[src/tmr_pkg.sv]
// shared constants, field layout and types of the 16-bit multimode timer
package tmr_pkg;

  // register byte offsets on the apb bus
  localparam logic [7:0] OFS_CTRL = 8'h00;
  localparam logic [7:0] OFS_CMP = 8'h04;
  localparam logic [7:0] OFS_CAP = 8'h08;
  localparam logic [7:0] OFS_CNT = 8'h0c;
  localparam logic [7:0] OFS_STAT = 8'h10;

  // timer_control_reg layout
  localparam int CTRL_W = 11;
  localparam int CLK_LSB = 0;
  localparam int DIV2_BIT = 2;
  localparam int EDGE_RISE_BIT = 4;
  localparam int EDGE_FALL_BIT = 5;
  localparam int OPT_BIT = 6;
  localparam int RUN_BIT = 7;
  localparam int MODE_LSB = 8;
  localparam logic [CTRL_W-1:0] CTRL_RST = 11'h000;
  localparam logic [CTRL_W-1:0] CTRL_WMASK = 11'h7f7;
  // fields that only change while the counter is stopped
  localparam logic [CTRL_W-1:0] CTRL_LOCK = 11'h707;

  localparam logic [15:0] CMP_RST = 16'hffff;
  localparam logic [15:0] CAP_RST = 16'h0000;
  localparam logic [15:0] CNT_RST = 16'h0000;

  typedef enum logic [2:0] {
    MODE_TIMER = 3'h0,
    MODE_EXT = 3'h1,
    MODE_EVENT = 3'h2,
    MODE_WINDOW = 3'h3,
    MODE_PULSE = 3'h4
  } mode_t;

  typedef enum logic [2:0] {
    PH_STOP = 3'b001,
    PH_WAIT = 3'b010,
    PH_COUNT = 3'b100
  } phase_t;

  // prescaler: osc_clock is CLK_SYS itself
  localparam int PRESC_W = 12;
  localparam logic [PRESC_W-1:0] MASK_SEL0 = 12'h7ff;
  localparam logic [PRESC_W-1:0] MASK_SEL1 = 12'h07f;
  localparam logic [PRESC_W-1:0] MASK_SEL2 = 12'h007;

  // input noise filter, times in osc_clock periods
  localparam int REJECT_OSC = 7;
  localparam int ACCEPT_OSC = 13;
  localparam int SYS_PER_OSC = 1;
  localparam int FILT_CYCLES = (REJECT_OSC + 1) * SYS_PER_OSC;

  // tick period mask: 2^11, 2^7, 2^3 osc periods, doubled by div2
  function automatic logic [PRESC_W-1:0] period_mask(input logic [1:0] sel,
                                                     input logic div2);
    logic [PRESC_W-1:0] base;
    base = (sel == 2'h0) ? MASK_SEL0 : (sel == 2'h1) ? MASK_SEL1 : MASK_SEL2;
    return div2 ? {base[PRESC_W-2:0], 1'b1} : base;
  endfunction : period_mask

endpackage : tmr_pkg

[src/timer_pin_filter.sv]
// synchroniser, noise filter and edge detector for the timer input pin
`timescale 1ns/10ps
module timer_pin_filter #(
  parameter int FILT_CYCLES = tmr_pkg::FILT_CYCLES
) (
  input wire logic clk,
  input wire logic srst,
  input wire logic pin,
  output logic lvl,
  output logic rise,
  output logic fall
);
  import tmr_pkg::*;

  localparam int CW = $clog2(FILT_CYCLES + 1);
  localparam logic [CW-1:0] LAST = CW'(FILT_CYCLES - 1);

  logic sync1_r;
  logic sync2_r;
  logic filt_r;
  logic prev_r;
  logic [CW-1:0] cnt_r;

  wire logic differs = sync2_r ^ filt_r;
  wire logic settle = differs & (cnt_r == LAST);

  // a level must differ for FILT_CYCLES clocks in a row before it is taken
  always_ff @(posedge clk) begin
    if (srst) begin
      sync1_r <= 1'b0;
      sync2_r <= 1'b0;
      filt_r <= 1'b0;
      prev_r <= 1'b0;
      cnt_r <= '0;
    end else begin
      sync1_r <= pin;
      sync2_r <= sync1_r;
      prev_r <= filt_r;
      cnt_r <= (differs & ~settle) ? cnt_r + CW'(1) : '0;
      if (settle) begin
        filt_r <= sync2_r;
      end
    end
  end

  assign lvl = filt_r;
  assign rise = filt_r & ~prev_r;
  assign fall = ~filt_r & prev_r;

endmodule : timer_pin_filter

[src/multimode_timer_counter16.sv]
// 16-bit five-mode timer/counter with apb register access
//
// Added by the designer: the register addresses and the APB interface to the registers.
`timescale 1ns/10ps
module multimode_timer_counter16 (
  input wire logic CLK_SYS,
  input wire logic SRST,
  input wire logic PSEL,
  input wire logic PENABLE,
  input wire logic PWRITE,
  input wire logic [7:0] PADDR,
  input wire logic [31:0] PWDATA,
  output logic [31:0] PRDATA,
  output logic PREADY,
  output logic PSLVERR,
  input wire logic TIMER_INPUT_PIN,
  output logic TIMER_MATCH_IRQ
);
  import tmr_pkg::*;

  logic [CTRL_W-1:0] ctrl_r;
  logic [15:0] cmp_r;
  logic [15:0] cap_r;
  logic [15:0] cap_nxt;
  logic [15:0] cnt_r;
  logic [15:0] cnt_nxt;
  phase_t phase_r;
  phase_t phase_nxt;
  logic irq_r;
  logic irq_nxt;
  logic [PRESC_W-1:0] presc_r;
  logic [31:0] prdata_r;
  logic pin_lvl;
  logic pin_rise;
  logic pin_fall;

  timer_pin_filter #(
    .FILT_CYCLES(FILT_CYCLES)
  ) u_filter (
    .clk(CLK_SYS),
    .srst(SRST),
    .pin(TIMER_INPUT_PIN),
    .lvl(pin_lvl),
    .rise(pin_rise),
    .fall(pin_fall)
  );

  // apb decode; zero wait states, so pready is constant high
  wire logic access = PSEL & PENABLE;
  wire logic wr = access & PWRITE;
  wire logic rd_setup = PSEL & ~PENABLE & ~PWRITE;
  wire logic hit_ctrl = (PADDR == OFS_CTRL);
  wire logic hit_cmp = (PADDR == OFS_CMP);
  wire logic hit_cap = (PADDR == OFS_CAP);
  wire logic hit_cnt = (PADDR == OFS_CNT);
  wire logic hit_stat = (PADDR == OFS_STAT);
  wire logic mapped = hit_ctrl | hit_cmp | hit_cap | hit_cnt | hit_stat;
  wire logic wr_ctrl = wr & hit_ctrl;
  wire logic wr_cmp = wr & hit_cmp;

  // control fields
  wire logic run = ctrl_r[RUN_BIT];
  wire logic opt = ctrl_r[OPT_BIT];
  wire logic use_fall = ctrl_r[EDGE_FALL_BIT];
  wire mode_t mode_q = mode_t'(ctrl_r[MODE_LSB +: 3]);
  wire logic [CTRL_W-1:0] wdata = PWDATA[CTRL_W-1:0] & CTRL_WMASK;

  // while running, mode, source clock and div2 keep their old value
  wire logic [CTRL_W-1:0] ctrl_wv = run ? ((ctrl_r & CTRL_LOCK) | (wdata & ~CTRL_LOCK))
                                        : wdata;
  wire mode_t mode_w = mode_t'(ctrl_wv[MODE_LSB +: 3]);
  wire logic start = wr_ctrl & ~run & ctrl_wv[RUN_BIT];
  wire logic stop = wr_ctrl & run & ~ctrl_wv[RUN_BIT];

  // edge and gate polarity from bit 5 alone (bit 4 is unused): bit5 picks falling or low
  wire logic trig_edge = use_fall ? pin_fall : pin_rise;
  wire logic back_edge = use_fall ? pin_rise : pin_fall;
  wire logic gate_on = use_fall ? ~pin_lvl : pin_lvl;

  // prescaler is cleared only by SRST, never on start, so the first tick after start may be early
  wire logic [PRESC_W-1:0] tick_mask = period_mask(ctrl_r[CLK_LSB +: 2],
                                                   ctrl_r[DIV2_BIT]);
  wire logic tick = ((presc_r & tick_mask) == tick_mask);

  wire logic [15:0] cnt_inc = cnt_r + 16'h0001;
  wire logic hit = (cnt_inc == cmp_r);
  wire logic [15:0] cnt_wrap = hit ? 16'h0000 : cnt_inc;
  wire logic is_cap_mode = (mode_q == MODE_TIMER) | (mode_q == MODE_EVENT);
  wire logic sw_cap = wr_ctrl & PWDATA[OPT_BIT] & is_cap_mode;

  always_comb begin
    cnt_nxt = cnt_r;
    cap_nxt = cap_r;
    phase_nxt = phase_r;
    irq_nxt = 1'b0;
    if (sw_cap) begin
      cap_nxt = cnt_r;
    end
    if (start) begin
      cnt_nxt = 16'h0000;
      phase_nxt = (mode_w == MODE_EXT || mode_w == MODE_PULSE) ? PH_WAIT : PH_COUNT;
    end else if (!run || stop) begin
      phase_nxt = PH_STOP;
    end else begin
      case (mode_q)
        MODE_TIMER: begin
          if (tick) begin
            cnt_nxt = cnt_wrap;
            irq_nxt = hit;
          end
        end
        MODE_WINDOW: begin
          if (tick && gate_on) begin
            cnt_nxt = cnt_wrap;
            irq_nxt = hit;
          end
        end
        MODE_EVENT: begin
          if (trig_edge) begin
            cnt_nxt = cnt_inc;
          end else if (back_edge && cnt_r == cmp_r) begin
            cnt_nxt = 16'h0000;
            irq_nxt = 1'b1;
          end
        end
        MODE_EXT: begin
          if (phase_r == PH_WAIT) begin
            if (trig_edge) begin
              cnt_nxt = 16'h0000;
              phase_nxt = PH_COUNT;
            end
          end else if (opt && back_edge) begin
            cnt_nxt = 16'h0000;
            phase_nxt = PH_WAIT;
          end else if (tick) begin
            // trigger edges fall through here unused
            cnt_nxt = cnt_wrap;
            irq_nxt = hit;
            if (hit) begin
              phase_nxt = PH_WAIT;
            end
          end
        end
        MODE_PULSE: begin
          if (phase_r == PH_WAIT) begin
            if (trig_edge) begin
              phase_nxt = PH_COUNT;
            end
          end else if (back_edge) begin
            cap_nxt = cnt_r;
            irq_nxt = 1'b1;
            if (!opt) begin
              cnt_nxt = 16'h0001;
              phase_nxt = PH_WAIT;
            end
          end else if (opt && trig_edge) begin
            cap_nxt = cnt_r;
            irq_nxt = 1'b1;
          end else if (tick) begin
            cnt_nxt = cnt_inc;
          end
        end
        default: begin
          cnt_nxt = cnt_r;
        end
      endcase
    end
  end

  always_ff @(posedge CLK_SYS) begin
    if (SRST) begin
      presc_r <= '0;
      cnt_r <= CNT_RST;
      cap_r <= CAP_RST;
      phase_r <= PH_STOP;
      irq_r <= 1'b0;
    end else begin
      presc_r <= presc_r + PRESC_W'(1);
      cnt_r <= cnt_nxt;
      cap_r <= cap_nxt;
      phase_r <= phase_nxt;
      irq_r <= irq_nxt;
    end
  end

  always_ff @(posedge CLK_SYS) begin
    if (SRST) begin
      ctrl_r <= CTRL_RST;
      cmp_r <= CMP_RST;
    end else begin
      if (wr_ctrl) begin
        ctrl_r <= ctrl_wv;
      end
      if (wr_cmp) begin
        cmp_r <= PWDATA[15:0];
      end
    end
  end

  // read data is sampled in the setup cycle and stands through access
  wire logic [31:0] rd_mux = hit_ctrl ? {21'h000000, ctrl_r}
                           : hit_cmp ? {16'h0000, cmp_r}
                           : hit_cap ? {16'h0000, cap_r}
                           : hit_cnt ? {16'h0000, cnt_r}
                           : hit_stat ? {29'h00000000, phase_r}
                           : 32'h00000000;

  always_ff @(posedge CLK_SYS) begin
    if (SRST) begin
      prdata_r <= 32'h00000000;
    end else if (rd_setup) begin
      prdata_r <= rd_mux;
    end
  end

  assign PRDATA = prdata_r;
  assign PREADY = 1'b1;
  assign PSLVERR = access & ~mapped;
  assign TIMER_MATCH_IRQ = irq_r;
endmodule : multimode_timer_counter16

[config.mk]
export PLATFORM = sky130hd
export DESIGN_NAME = multimode_timer_counter16
export DESIGN_NICKNAME = d
export VERILOG_FILES = /design/src/tmr_pkg.sv /design/src/timer_pin_filter.sv /design/src/multimode_timer_counter16.sv
export SDC_FILE = /design/constraint.sdc
export NUM_CORES = 1
export LEC_CHECK = 0
export BUFFER_PORTS_ARGS = -buffer_cell sky130_fd_sc_hd__buf_2
export CELL_PAD_IN_SITES_DETAIL_PLACEMENT = 1
export CELL_PAD_IN_SITES_GLOBAL_PLACEMENT = 1
export CORE_ASPECT_RATIO = 1.25
export CORE_MARGIN = 4
export CORE_UTILIZATION = 38
export DETAILED_ROUTE_END_ITERATION = 8
export PLACE_DENSITY = 0.81
export SETUP_SLACK_MARGIN = 0.05
export SYNTH_ARGS = -nofsm -noshare
export SYNTH_HDL_FRONTEND = slang
export SYNTH_SLANG_ARGS = --single-unit
[constraint.sdc]
create_clock -name CLK_SYS -period 2.85 [get_ports CLK_SYS]
set_input_delay 0.1425 -clock CLK_SYS [delete_from_list [all_inputs] [get_ports CLK_SYS]]
set_output_delay 0.1425 -clock CLK_SYS [all_outputs]
set_load 0.01 [all_outputs]
## Word-level counts from Yosys, hierarchy flattened

Index checks and enable logic that the tools add are counted.

- Register bits: 115
- Output and inout port bits: 35

- $add $sub $neg: 3
- Eq/ne operators: 27
- Muxes and demuxes: 55
- Bitwise logic cells: 35
- Reductions and logical operators: 17

Operators with widths:

| operator | count |
|---|---|
| two-way mux 16 bit | 24 |
| case mux 16 bit (5 select lines) | 1 |
| two-way mux 3 bit | 12 |
| == test 16 bit | 2 |
| two-way mux 11 bit | 2 |
| bitwise AND 1 bit | 17 |
| adder 16 x 1 -> 16 bit (second input constant) | 1 |
| == test 8 x 4 -> 1 bit (second input constant) | 2 |
| adder 12 x 1 -> 12 bit (second input constant) | 1 |
| bitwise AND 12 bit | 1 |
| == test 12 bit | 1 |
| two-way mux 1 bit | 12 |
| two-way mux 12 bit | 1 |
| != test 3 bit (second input constant) | 4 |
| != test 6 bit (second input constant) | 2 |
| OR 11 x 8 -> 11 bit | 1 |
| != test 5 bit (second input constant) | 2 |
| inverter 1 bit | 10 |
| == test 3 x 2 -> 1 bit (second input constant) | 3 |
| AND reduction 9 bit | 1 |
| == test 8 x 3 -> 1 bit (second input constant) | 1 |
| == test 8 x 5 -> 1 bit (second input constant) | 1 |
| logical NOT 8 bit | 1 |
| two-way mux 7 bit | 1 |
| other kinds (21) | 33 |

## Longest topological paths before layout

Gate-level depths: netlist (run 1).

- Depth in word-level cells: 12
- Depth in mapped cells: 10
- Depth with buffers taken out: 8

## Modules after synthesis

From an unflattened synthesis (run 1), not the netlist that was laid out.

- Cells, all modules: 720
- Area total of the unflattened synthesis: 5661.7 µm²

By module, submodules not included:

| module | times used | cells each | area each (µm²) |
|---|---|---|---|
| multimode_timer_counter16 | 1 | 693 | 5373.9 |
| timer_pin_filter | 1 | 27 | 287.8 |

## Worst setup path after synthesis (run 1)

No wires, ideal clock.

- Path kind: flip-flop to flip-flop
- Start: register cnt_r[9]
- End: register cnt_r[0]
- Setup time: 0.117 ns
- Arrival time: 2.307 ns
- Slack: 0.426 ns
- Stages on the path, launching flop included: 8
- Buffers on the path: 1
- Path through: dfxtp_1 xor2_1 or4_1 or4_4 o21a_1 o31a_1 buf_6 a22o_1

- Word-level cells in the longest chain between the ends: 7
- Elaborated cells on any way between the ends: 12
- Those cells by class: 1 x add/sub; 3 x eq/ne; 6 x mux; 2 x reduce/logical

RTL lines:

| item | line | RTL |
|---|---|---|
| from (decl) | multimode_timer_counter16.sv:25 | `logic [15:0] cnt_r;` |
| from (signal assigned) | multimode_timer_counter16.sv:179 | `cnt_r <= cnt_nxt;` |
| adder 16 x 1 -> 16 bit | multimode_timer_counter16.sv:85 | `wire logic [15:0] cnt_inc = cnt_r + 16'h0001;` |
| == test 16 bit | multimode_timer_counter16.sv:86 | `wire logic hit = (cnt_inc == cmp_r);` |
| two-way mux 16 bit | multimode_timer_counter16.sv:87 | `wire logic [15:0] cnt_wrap = hit ? 16'h0000 : cnt_inc;` |
| two-way mux 16 bit | multimode_timer_counter16.sv:107, multimode_timer_counter16.sv:135 |  |
| two-way mux 16 bit | multimode_timer_counter16.sv:132 | `end else if (opt && back_edge) begin` |
| two-way mux 16 bit | multimode_timer_counter16.sv:127 | `if (phase_r == PH_WAIT) begin` |
| case mux 16 bit (5 select lines) | multimode_timer_counter16.sv:105 | `case (mode_q)` |

Parallel ways exist; a longest one is shown, timed or not. The select of a mux whose other input is x is not followed.
A chain may end at the register's enable or synchronous reset.

## Worst setup path after layout (run 1)

- Start: register cnt_r[11]
- End: register phase_r[2]

- Word-level cells in the longest chain between the ends: 4

RTL lines:

| item | line | RTL |
|---|---|---|
| adder 16 x 1 -> 16 bit | multimode_timer_counter16.sv:85 |  |
| == test 16 bit | multimode_timer_counter16.sv:86 |  |
| != test 6 bit (no source line) | -- |  |
| AND reduction 5 bit (no source line) | -- |  |
| to (signal assigned) | multimode_timer_counter16.sv:181 | `phase_r <= phase_nxt;` |
| to (decl) | multimode_timer_counter16.sv:27 | `phase_t phase_r;` |

No other way between the ends.

==> out/qor.csv, run 1 <==
metric,value,unit
numClockSinks,98,
drc,0,
h-tree-depth,3,
vias,5660,
r2r-end,phase_r[2]$_SDFFE_PP0P_,
grt_first_pass_wirelength,31.4,mm
swShare,0.233,
critPathLaunchType,flip-flop,
p_switching,0.000670,W
clk_path_buf_depth,2,
cp_max_fo,9,
grt_max_degree,81,
seq_area_frac_synth,0.341,
wirelength,19.5,mm
ys_async_sr_fraction,0,
viasPerCell,5.84,
num_rows,50,
antennaDiodeCount,0,
drt-initial-drc-count,339,
ys_seq_elements,98,
cts_tree,yes,
leakagePower,2.62,nW
die_area,0.0172,mm^2
clock_skew,8.76,ps
drive_gt1_frac,0.170,
synth_warnings,0,
peakVddDrop,0.252,mV
grt.total_usage,0.225,
rsz0062_at_grt,no,
portBuffers,47,
period_minus_slack,2730,ps
power_frac_clock,0.468,
max_slew.worst_pin.slew,836,ps
avgSynthCellArea,7.98,um^2
comb_power_share,0.051,
synth_cell_type_count,72,
reg2reg_slack,120,ps
r2r-start,cnt_r[11]$_SDFFE_PP0P_,
ios,81,
endpoint_kind,flip-flop,
seqPwrFrac,0.481,
min_path_type,in2reg,
post-cts-setup-buffer-count,0,
worstPathRequired,3090,ps
fmax,0.367,GHz
gp_routability_congestion,0.885,
antenna_found_initial,0,
die_y,146,um
first_pass_iters,4,
final_antenna_net_count,0,
finalHoldWorstSlack,8.87,ps
dp_hpwl,14.5,mm
status,finished clean,
nets,832,
max-cap-violations,0,
power.density,427,mW/mm^2
cp_data_arrival_time,2970,ps
fp.dieW,118,um
start_util,0.386,
finalSetupViolCount,0,
cts_root_buffer,clkbuf_16,
yosys_most_used_dff,dfxtp_1,
hold_viol_final,0,
grt.overflow.total,0,
cts_buffers,9,
wl_per_cell,20.1,um
syn_area,0.00575,mm^2
cell_internal_pwr,0.00220,W
cp-startpoint,cnt_r[11]$_SDFFE_PP0P_,
report.final.slew_viol_count,0,
syn_inst,721,
synth_edf_count,0,
grt_pass1_vias,6021,
worstRegToRegCells,9,
crit_end,phase_r[2]$_SDFFE_PP0P_,
period_share,0.957,
core,0.0149,mm^2
syn2layout_area_growth,17.0,%
tns,0,ps
critPathKind,reg2reg,
path_clk_slew,70,ps
slew_headroom,0.443,
clk-insertion-delay-late,360,ps
## metrics by stage
step | setup WS (ps) | std cells | util | total power (W) | area [um^2]
finish | 122 | 970 | 0.452 | 0.00287 | 6730
global route | 50.7 | 970 | 0.452 | 0.00297 | 6730
CTS | 133 | 970 | 0.451 | 0.00288 | 6720
detailed placement | 150 | 949 | 0.426 | 0.00155 | 6350
global placement | 196 | 949 | 0.426 | 0.00154 | 6350
floorplan | 426 | 736 | - | 0.00151 | 5810
## kinds of logic after synthesis
kind of cell             Yosys count  synth area share
adder cells (fa/ha/maj)            3           0.00652
AO/OA/AOI/OAI                    159             0.190
XOR/XNOR                          33            0.0502
buffers and inverters             84            0.0739
multiplexers                      31            0.0544
other                              2           0.00131
AND/OR/NAND/NOR                  311             0.283
flip-flops                        98             0.341
## critical path, cell delays in order, from the launching register on
cell	delay [ps]
dfxtp_1	390
buf_4	200
or3b_1	350
a2111oi_0	470
o21ai_1	150
o41ai_2	80
buf_4	190
nand4_1	160
o2bb2ai_1	260
mux2_1	350
## power by group through the flow
stage / logic, W / registers (W) / clock network [W]
floorplan: 0.0000976 / 0.00141 / 0
CTS: 0.000145 / 0.00138 / 0.00136
global placement: 0.000131 / 0.00141 / 0
finish: 0.000146 / 0.00138 / 0.00135
detailed placement: 0.000138 / 0.00141 / 0
global route: 0.000161 / 0.00138 / 0.00143
## how the worst min path moves through the flow
stage,depth (start not counted),start,to,slack (ps)
2_1_floorplan,1,PWDATA[0],cmp_r[0]$_SDFFE_PP1P_,260
4_1_cts,2,TIMER_INPUT_PIN,u_filter.sync1_r$_SDFF_PP0_,8
3_5_place_dp,2,PWDATA[15],cmp_r[15]$_SDFFE_PP1P_,350
6_report,2,TIMER_INPUT_PIN,u_filter.sync1_r$_SDFF_PP0_,9
3_3_place_gp,2,PWDATA[13],cmp_r[13]$_SDFFE_PP1P_,340
5_1_grt,2,TIMER_INPUT_PIN,u_filter.sync1_r$_SDFF_PP0_,10
## cell usage in the layout, fill, tap and decap left out, types with 18 or more instances in the layout
master	netlist	routed
mux2i_1	29	29
dfxtp_1	98	98
nand3_1	24	24
o21ai_0	29	29
buf_2	10	47
nand2_1	61	61
a21oi_1	41	41
buf_4	20	52
nand4_1	18	18
nor3_1	21	21
nor2b_1	24	24
nor2_1	84	83
## Yosys cell counts, drive strengths merged, types with 5 or more instances
| master | count | area share |
|---|---|---|
| dfxtp | 98 | 0.34 |
| nor2 | 85 | 0.056 |
| nand2 | 61 | 0.040 |
| a21oi | 41 | 0.036 |
| buf | 36 | 0.043 |
| clkbuf | 35 | 0.023 |
| o21ai | 34 | 0.030 |
| mux2i | 29 | 0.050 |
| nand3 | 25 | 0.023 |
| nor2b | 24 | 0.026 |
| nor3 | 23 | 0.022 |
| nand4 | 18 | 0.020 |
| a211o | 17 | 0.026 |
| xor2 | 17 | 0.026 |
| xnor2 | 16 | 0.024 |
| a31oi | 14 | 0.015 |
| inv | 13 | 0.0085 |
| and3 | 9 | 0.0098 |
| or3 | 9 | 0.0098 |
| a41oi | 8 | 0.012 |
| nand2b | 8 | 0.0087 |
| nor3b | 8 | 0.010 |
| and2 | 6 | 0.0070 |
| or4 | 6 | 0.0091 |
| a32oi | 5 | 0.011 |
| and4 | 5 | 0.0080 |
| o2111ai | 5 | 0.0076 |
## area by class of cell
type / count / area, um^2
Tap cell: 182 / 228
Clock buffer: 11 / 233
Sequential cell: 98 / 1960
Timing Repair Buffer: 107 / 736
Fill cell: 1846 / 8160
Inverter: 13 / 48.8
Clock inverter: 5 / 86.3
Multi-Input combinational cell: 554 / 3440
## registers in the layout, summed over array words and instances (netlist names)
name	count
PRDATA	16
TIMER_MATCH_IRQ	1
cap_r	16
cmp_r	16
cnt_r	16
ctrl_r	10
phase_r	3
presc_r	12
u_filter.cnt_r	4
u_filter.lvl	1
u_filter.prev_r	1
u_filter.sync1_r	1
u_filter.sync2_r	1
## layer usage
| metal | vias to the layer above | wire length [um] | GRT usage |
|---|---|---|---|
| met5 | - | 0 | 0 |
| met1 | 2807 | 7630 | 0.247 |
| met2 | 138 | 10500 | 0.425 |
| met3 | 40 | 844 | 0.0404 |
| met4 | 0 | 489 | 0.0845 |
| li1 | 2675 | - | - |
## what timing repair did
item	4_1_cts	5_1_grt
endpoints found under the hold margin	5	0
hold buffers	5	0
resized for setup	0	2
endpoints found under the setup margin	0	7
(Power assumes the default switching activity.)
==> inputs of run 2 (changes only) <==
--- a/config.mk
+++ b/config.mk
@@ -5,14 +5,14 @@
 export SDC_FILE = /design/constraint.sdc
 export NUM_CORES = 1
 export LEC_CHECK = 0
-export BUFFER_PORTS_ARGS = -buffer_cell sky130_fd_sc_hd__buf_2
 export CELL_PAD_IN_SITES_DETAIL_PLACEMENT = 1
 export CELL_PAD_IN_SITES_GLOBAL_PLACEMENT = 1
 export CORE_ASPECT_RATIO = 1.25
 export CORE_MARGIN = 4
 export CORE_UTILIZATION = 38
 export DETAILED_ROUTE_END_ITERATION = 8
-export PLACE_DENSITY = 0.81
+export DONT_BUFFER_PORTS = 1
+export PLACE_DENSITY = 0.74
 export SETUP_SLACK_MARGIN = 0.05
 export SYNTH_ARGS = -nofsm -noshare
 export SYNTH_HDL_FRONTEND = slang
==> run 2 against run 1 <==
  * Die area did not move
  * Clock power fell by 13%
  * Hold slack improved by 14 ps
  * Via count fell by 3.9%
  * Clock skew rose by 3.6 ps
  * Sequential power barely moved
  * Sequential cell count did not move
  * Clock-buffer cell count fell by 1
  * Critical path type unchanged
  * Largest cell class unchanged
  * Highest routed layer unchanged
==> out/qor.csv, run 2 (same netlist as run 1, synthesis figures left out) <==
metric,value,unit,change
report.final.slew_viol_count,0,,unchanged
min_path_type,in2reg,,
cts_root_buffer,clkbuf_16,,
critPathSlowestCell,or4_1,,
cts_tree,yes,,
numClockSinks,98,,unchanged
hold_viol_final,0,,unchanged
endpoint_kind,flip-flop,,
h-tree-depth,3,,unchanged
start_util,0.386,,unchanged
fillers,1826,,-1.1%
core,0.0149,mm^2,unchanged
max-cap-violations,0,,unchanged
swShare,0.246,,+0.0128
critPathLaunchType,flip-flop,,
seqPwrFrac,0.515,,+0.034
syn2layout_area_growth,13.0,%,
grt_first_pass_wirelength,30.7,mm,-2.3%
power_frac_clock,0.441,,-0.027
critPathKind,reg2reg,,
comb_power_share,0.044,,-0.007
dpl-instance-area,0.00600,mm^2,-5.4%
grt.total_usage,0.220,,-0.00505
gp_routability_congestion,0.913,,+3.2%
final_antenna_net_count,0,,unchanged
cp_cell_sequence,xor2_1 > or4_1 > or4_4 > o21a_1 > and4bb_1 > buf_12 > nand3_2 > o211ai_1,,
finish.utilization,0.437,,-0.0152
rsz0062_at_grt,no,,
cp_max_fo,17,,+8
clock_skew,12.4,ps,+3.59 ps
drt-initial-drc-count,279,,-18%
cts_buffers,9,,unchanged
wirelength,18.9,mm,-2.9%
final_common_cell,dfxtp_1,,
die_area,0.0172,mm^2,unchanged
nets,785,,-5.6%
power.density,412,mW/mm^2,-3.3%
viasPerCell,5.88,,+0.84%
dp_hpwl,13.8,mm,-5.1%
finalHoldWorstSlack,22.7,ps,+13.8 ps
cell_internal_pwr,0.00202,W,-8.1%
status,finished clean,,
portBuffers,0,,-100%
grt.overflow.total,0,,unchanged
path_clk_slew,80,ps,about the same
finalSetupViolCount,0,,unchanged
worstPathRequired,3140,ps,+50 ps
mostFrequentLayoutCells,"97 x dfxtp_1, 82 x nor2_1, 61 x nand2_1",,
vias,5437,,-3.9%
first_pass_iters,4,,unchanged
tns,0,ps,unchanged
fmax,0.375,GHz,+2.3%
final_area,0.00650,mm^2,-3.4%
period_share,0.936,,-0.0216
drc,0,,unchanged
max_slew.worst_pin.slew,876,ps,+40.3 ps
crit_family,simple AND/OR/NAND/NOR gates,,
path_buf_inv,1,,-1
fp.dieW,118,um,unchanged
grt_max_degree,76,,-6.2%
grt_pass1_vias,5722,,-5.0%
peakVddDrop,0.221,mV,-12%
max_stage_delay,550,ps,+80 ps
cp_data_arrival_time,2950,ps,-20 ps
die_y,146,um,unchanged
slew_headroom,0.416,,-0.0269
clk-insertion-delay-late,360,ps,about the same
num_rows,50,,unchanged
drive_gt1_frac,0.109,,-0.0607
period_minus_slack,2670,ps,-61.6 ps
p_switching,0.000661,W,-1.4%
clk_path_buf_depth,2,,unchanged
antenna_found_initial,1,,+1
ios,81,,unchanged
leakagePower,2.39,nW,-8.8%
wl_per_cell,20.5,um,+2.0%
run 2: changes by cell type in the layout (fill, tap and decap cells not counted), sizes merged:
| cell | before | now |
|---|---|---|
| clkinv | 2 | 4 |
| dlygate4sd3 | 5 | 17 |
| inv | 14 | 15 |
| diode | 0 | 1 |
| buf | 102 | 43 |
| bufinv | 2 | 0 |
| clkbuf | 11 | 10 |
run 2: stage by stage:
stage / setup WS, ps / cells / power (W)
2_1_floorplan: 426 / 736 / 0.00151
3_3_place_gp: 171 / 889 / 0.00148
3_5_place_dp: 88.9 / 889 / 0.00148
4_1_cts: 76.4 / 923 / 0.00270
5_1_grt: 59.0 / 924 / 0.00277
6_report: 184 / 924 / 0.00268
run 2: path summary, 6_finish.rpt:
path | start | to | slack [ps] | depth (start not counted)
worst max-delay path | cmp_r[15]$_SDFFE_PP1P_ | cnt_r[14]$_SDFFE_PP0P_ | 180 | 8
worst min-delay path | SRST | u_filter.cnt_r[1]$_SDFF_PP0_ | 20 | 2
worst min register to register | presc_r[0]$_SDFF_PP0_ | presc_r[0]$_SDFF_PP0_ | 450 | 1
worst max register to register | cmp_r[15]$_SDFFE_PP1P_ | cnt_r[14]$_SDFFE_PP0P_ | 180 | 8
run 2: routing by layer:
| metal | vias up | global-route usage | wire (um) |
|---|---|---|---|
| met3 | 23 | 0.0428 | 689 |
| met4 | 0 | 0.0628 | 379 |
| met1 | 2713 | 0.267 | 8050 |
| met2 | 105 | 0.393 | 9810 |
| met5 | - | 0 | 0 |
| li1 | 2596 | - | - |
run 2: area by class of cell:
type	count	area, um^2	area share
multi-input combinational	554	3450	0.530
sequential	98	1960	0.302
timing repair buffer	60	538	0.0827
clock buffer	10	229	0.0352
tap	182	228	0.0350
clock inverter	6	48.8	0.00750
inverter	13	48.8	0.00750
antenna	1	2.50	0.000385
run 2: power by group through the flow:
stage / registers [W] / clock network [W] / logic, W
4_1_cts: 0.00138 / 0.00120 / 0.000116
5_1_grt: 0.00138 / 0.00126 / 0.000129
2_1_floorplan: 0.00141 / 0 / 0.0000976
6_report: 0.00138 / 0.00118 / 0.000117
3_5_place_dp: 0.00141 / 0 / 0.0000685
3_3_place_gp: 0.00141 / 0 / 0.0000649
run 2: what timing repair did:
item,in CTS,in global routing
hold endpoints to repair,75,0
setup endpoints to repair,0,13
hold buffers,18,0
resized for setup,0,7
buffers inserted,0,0
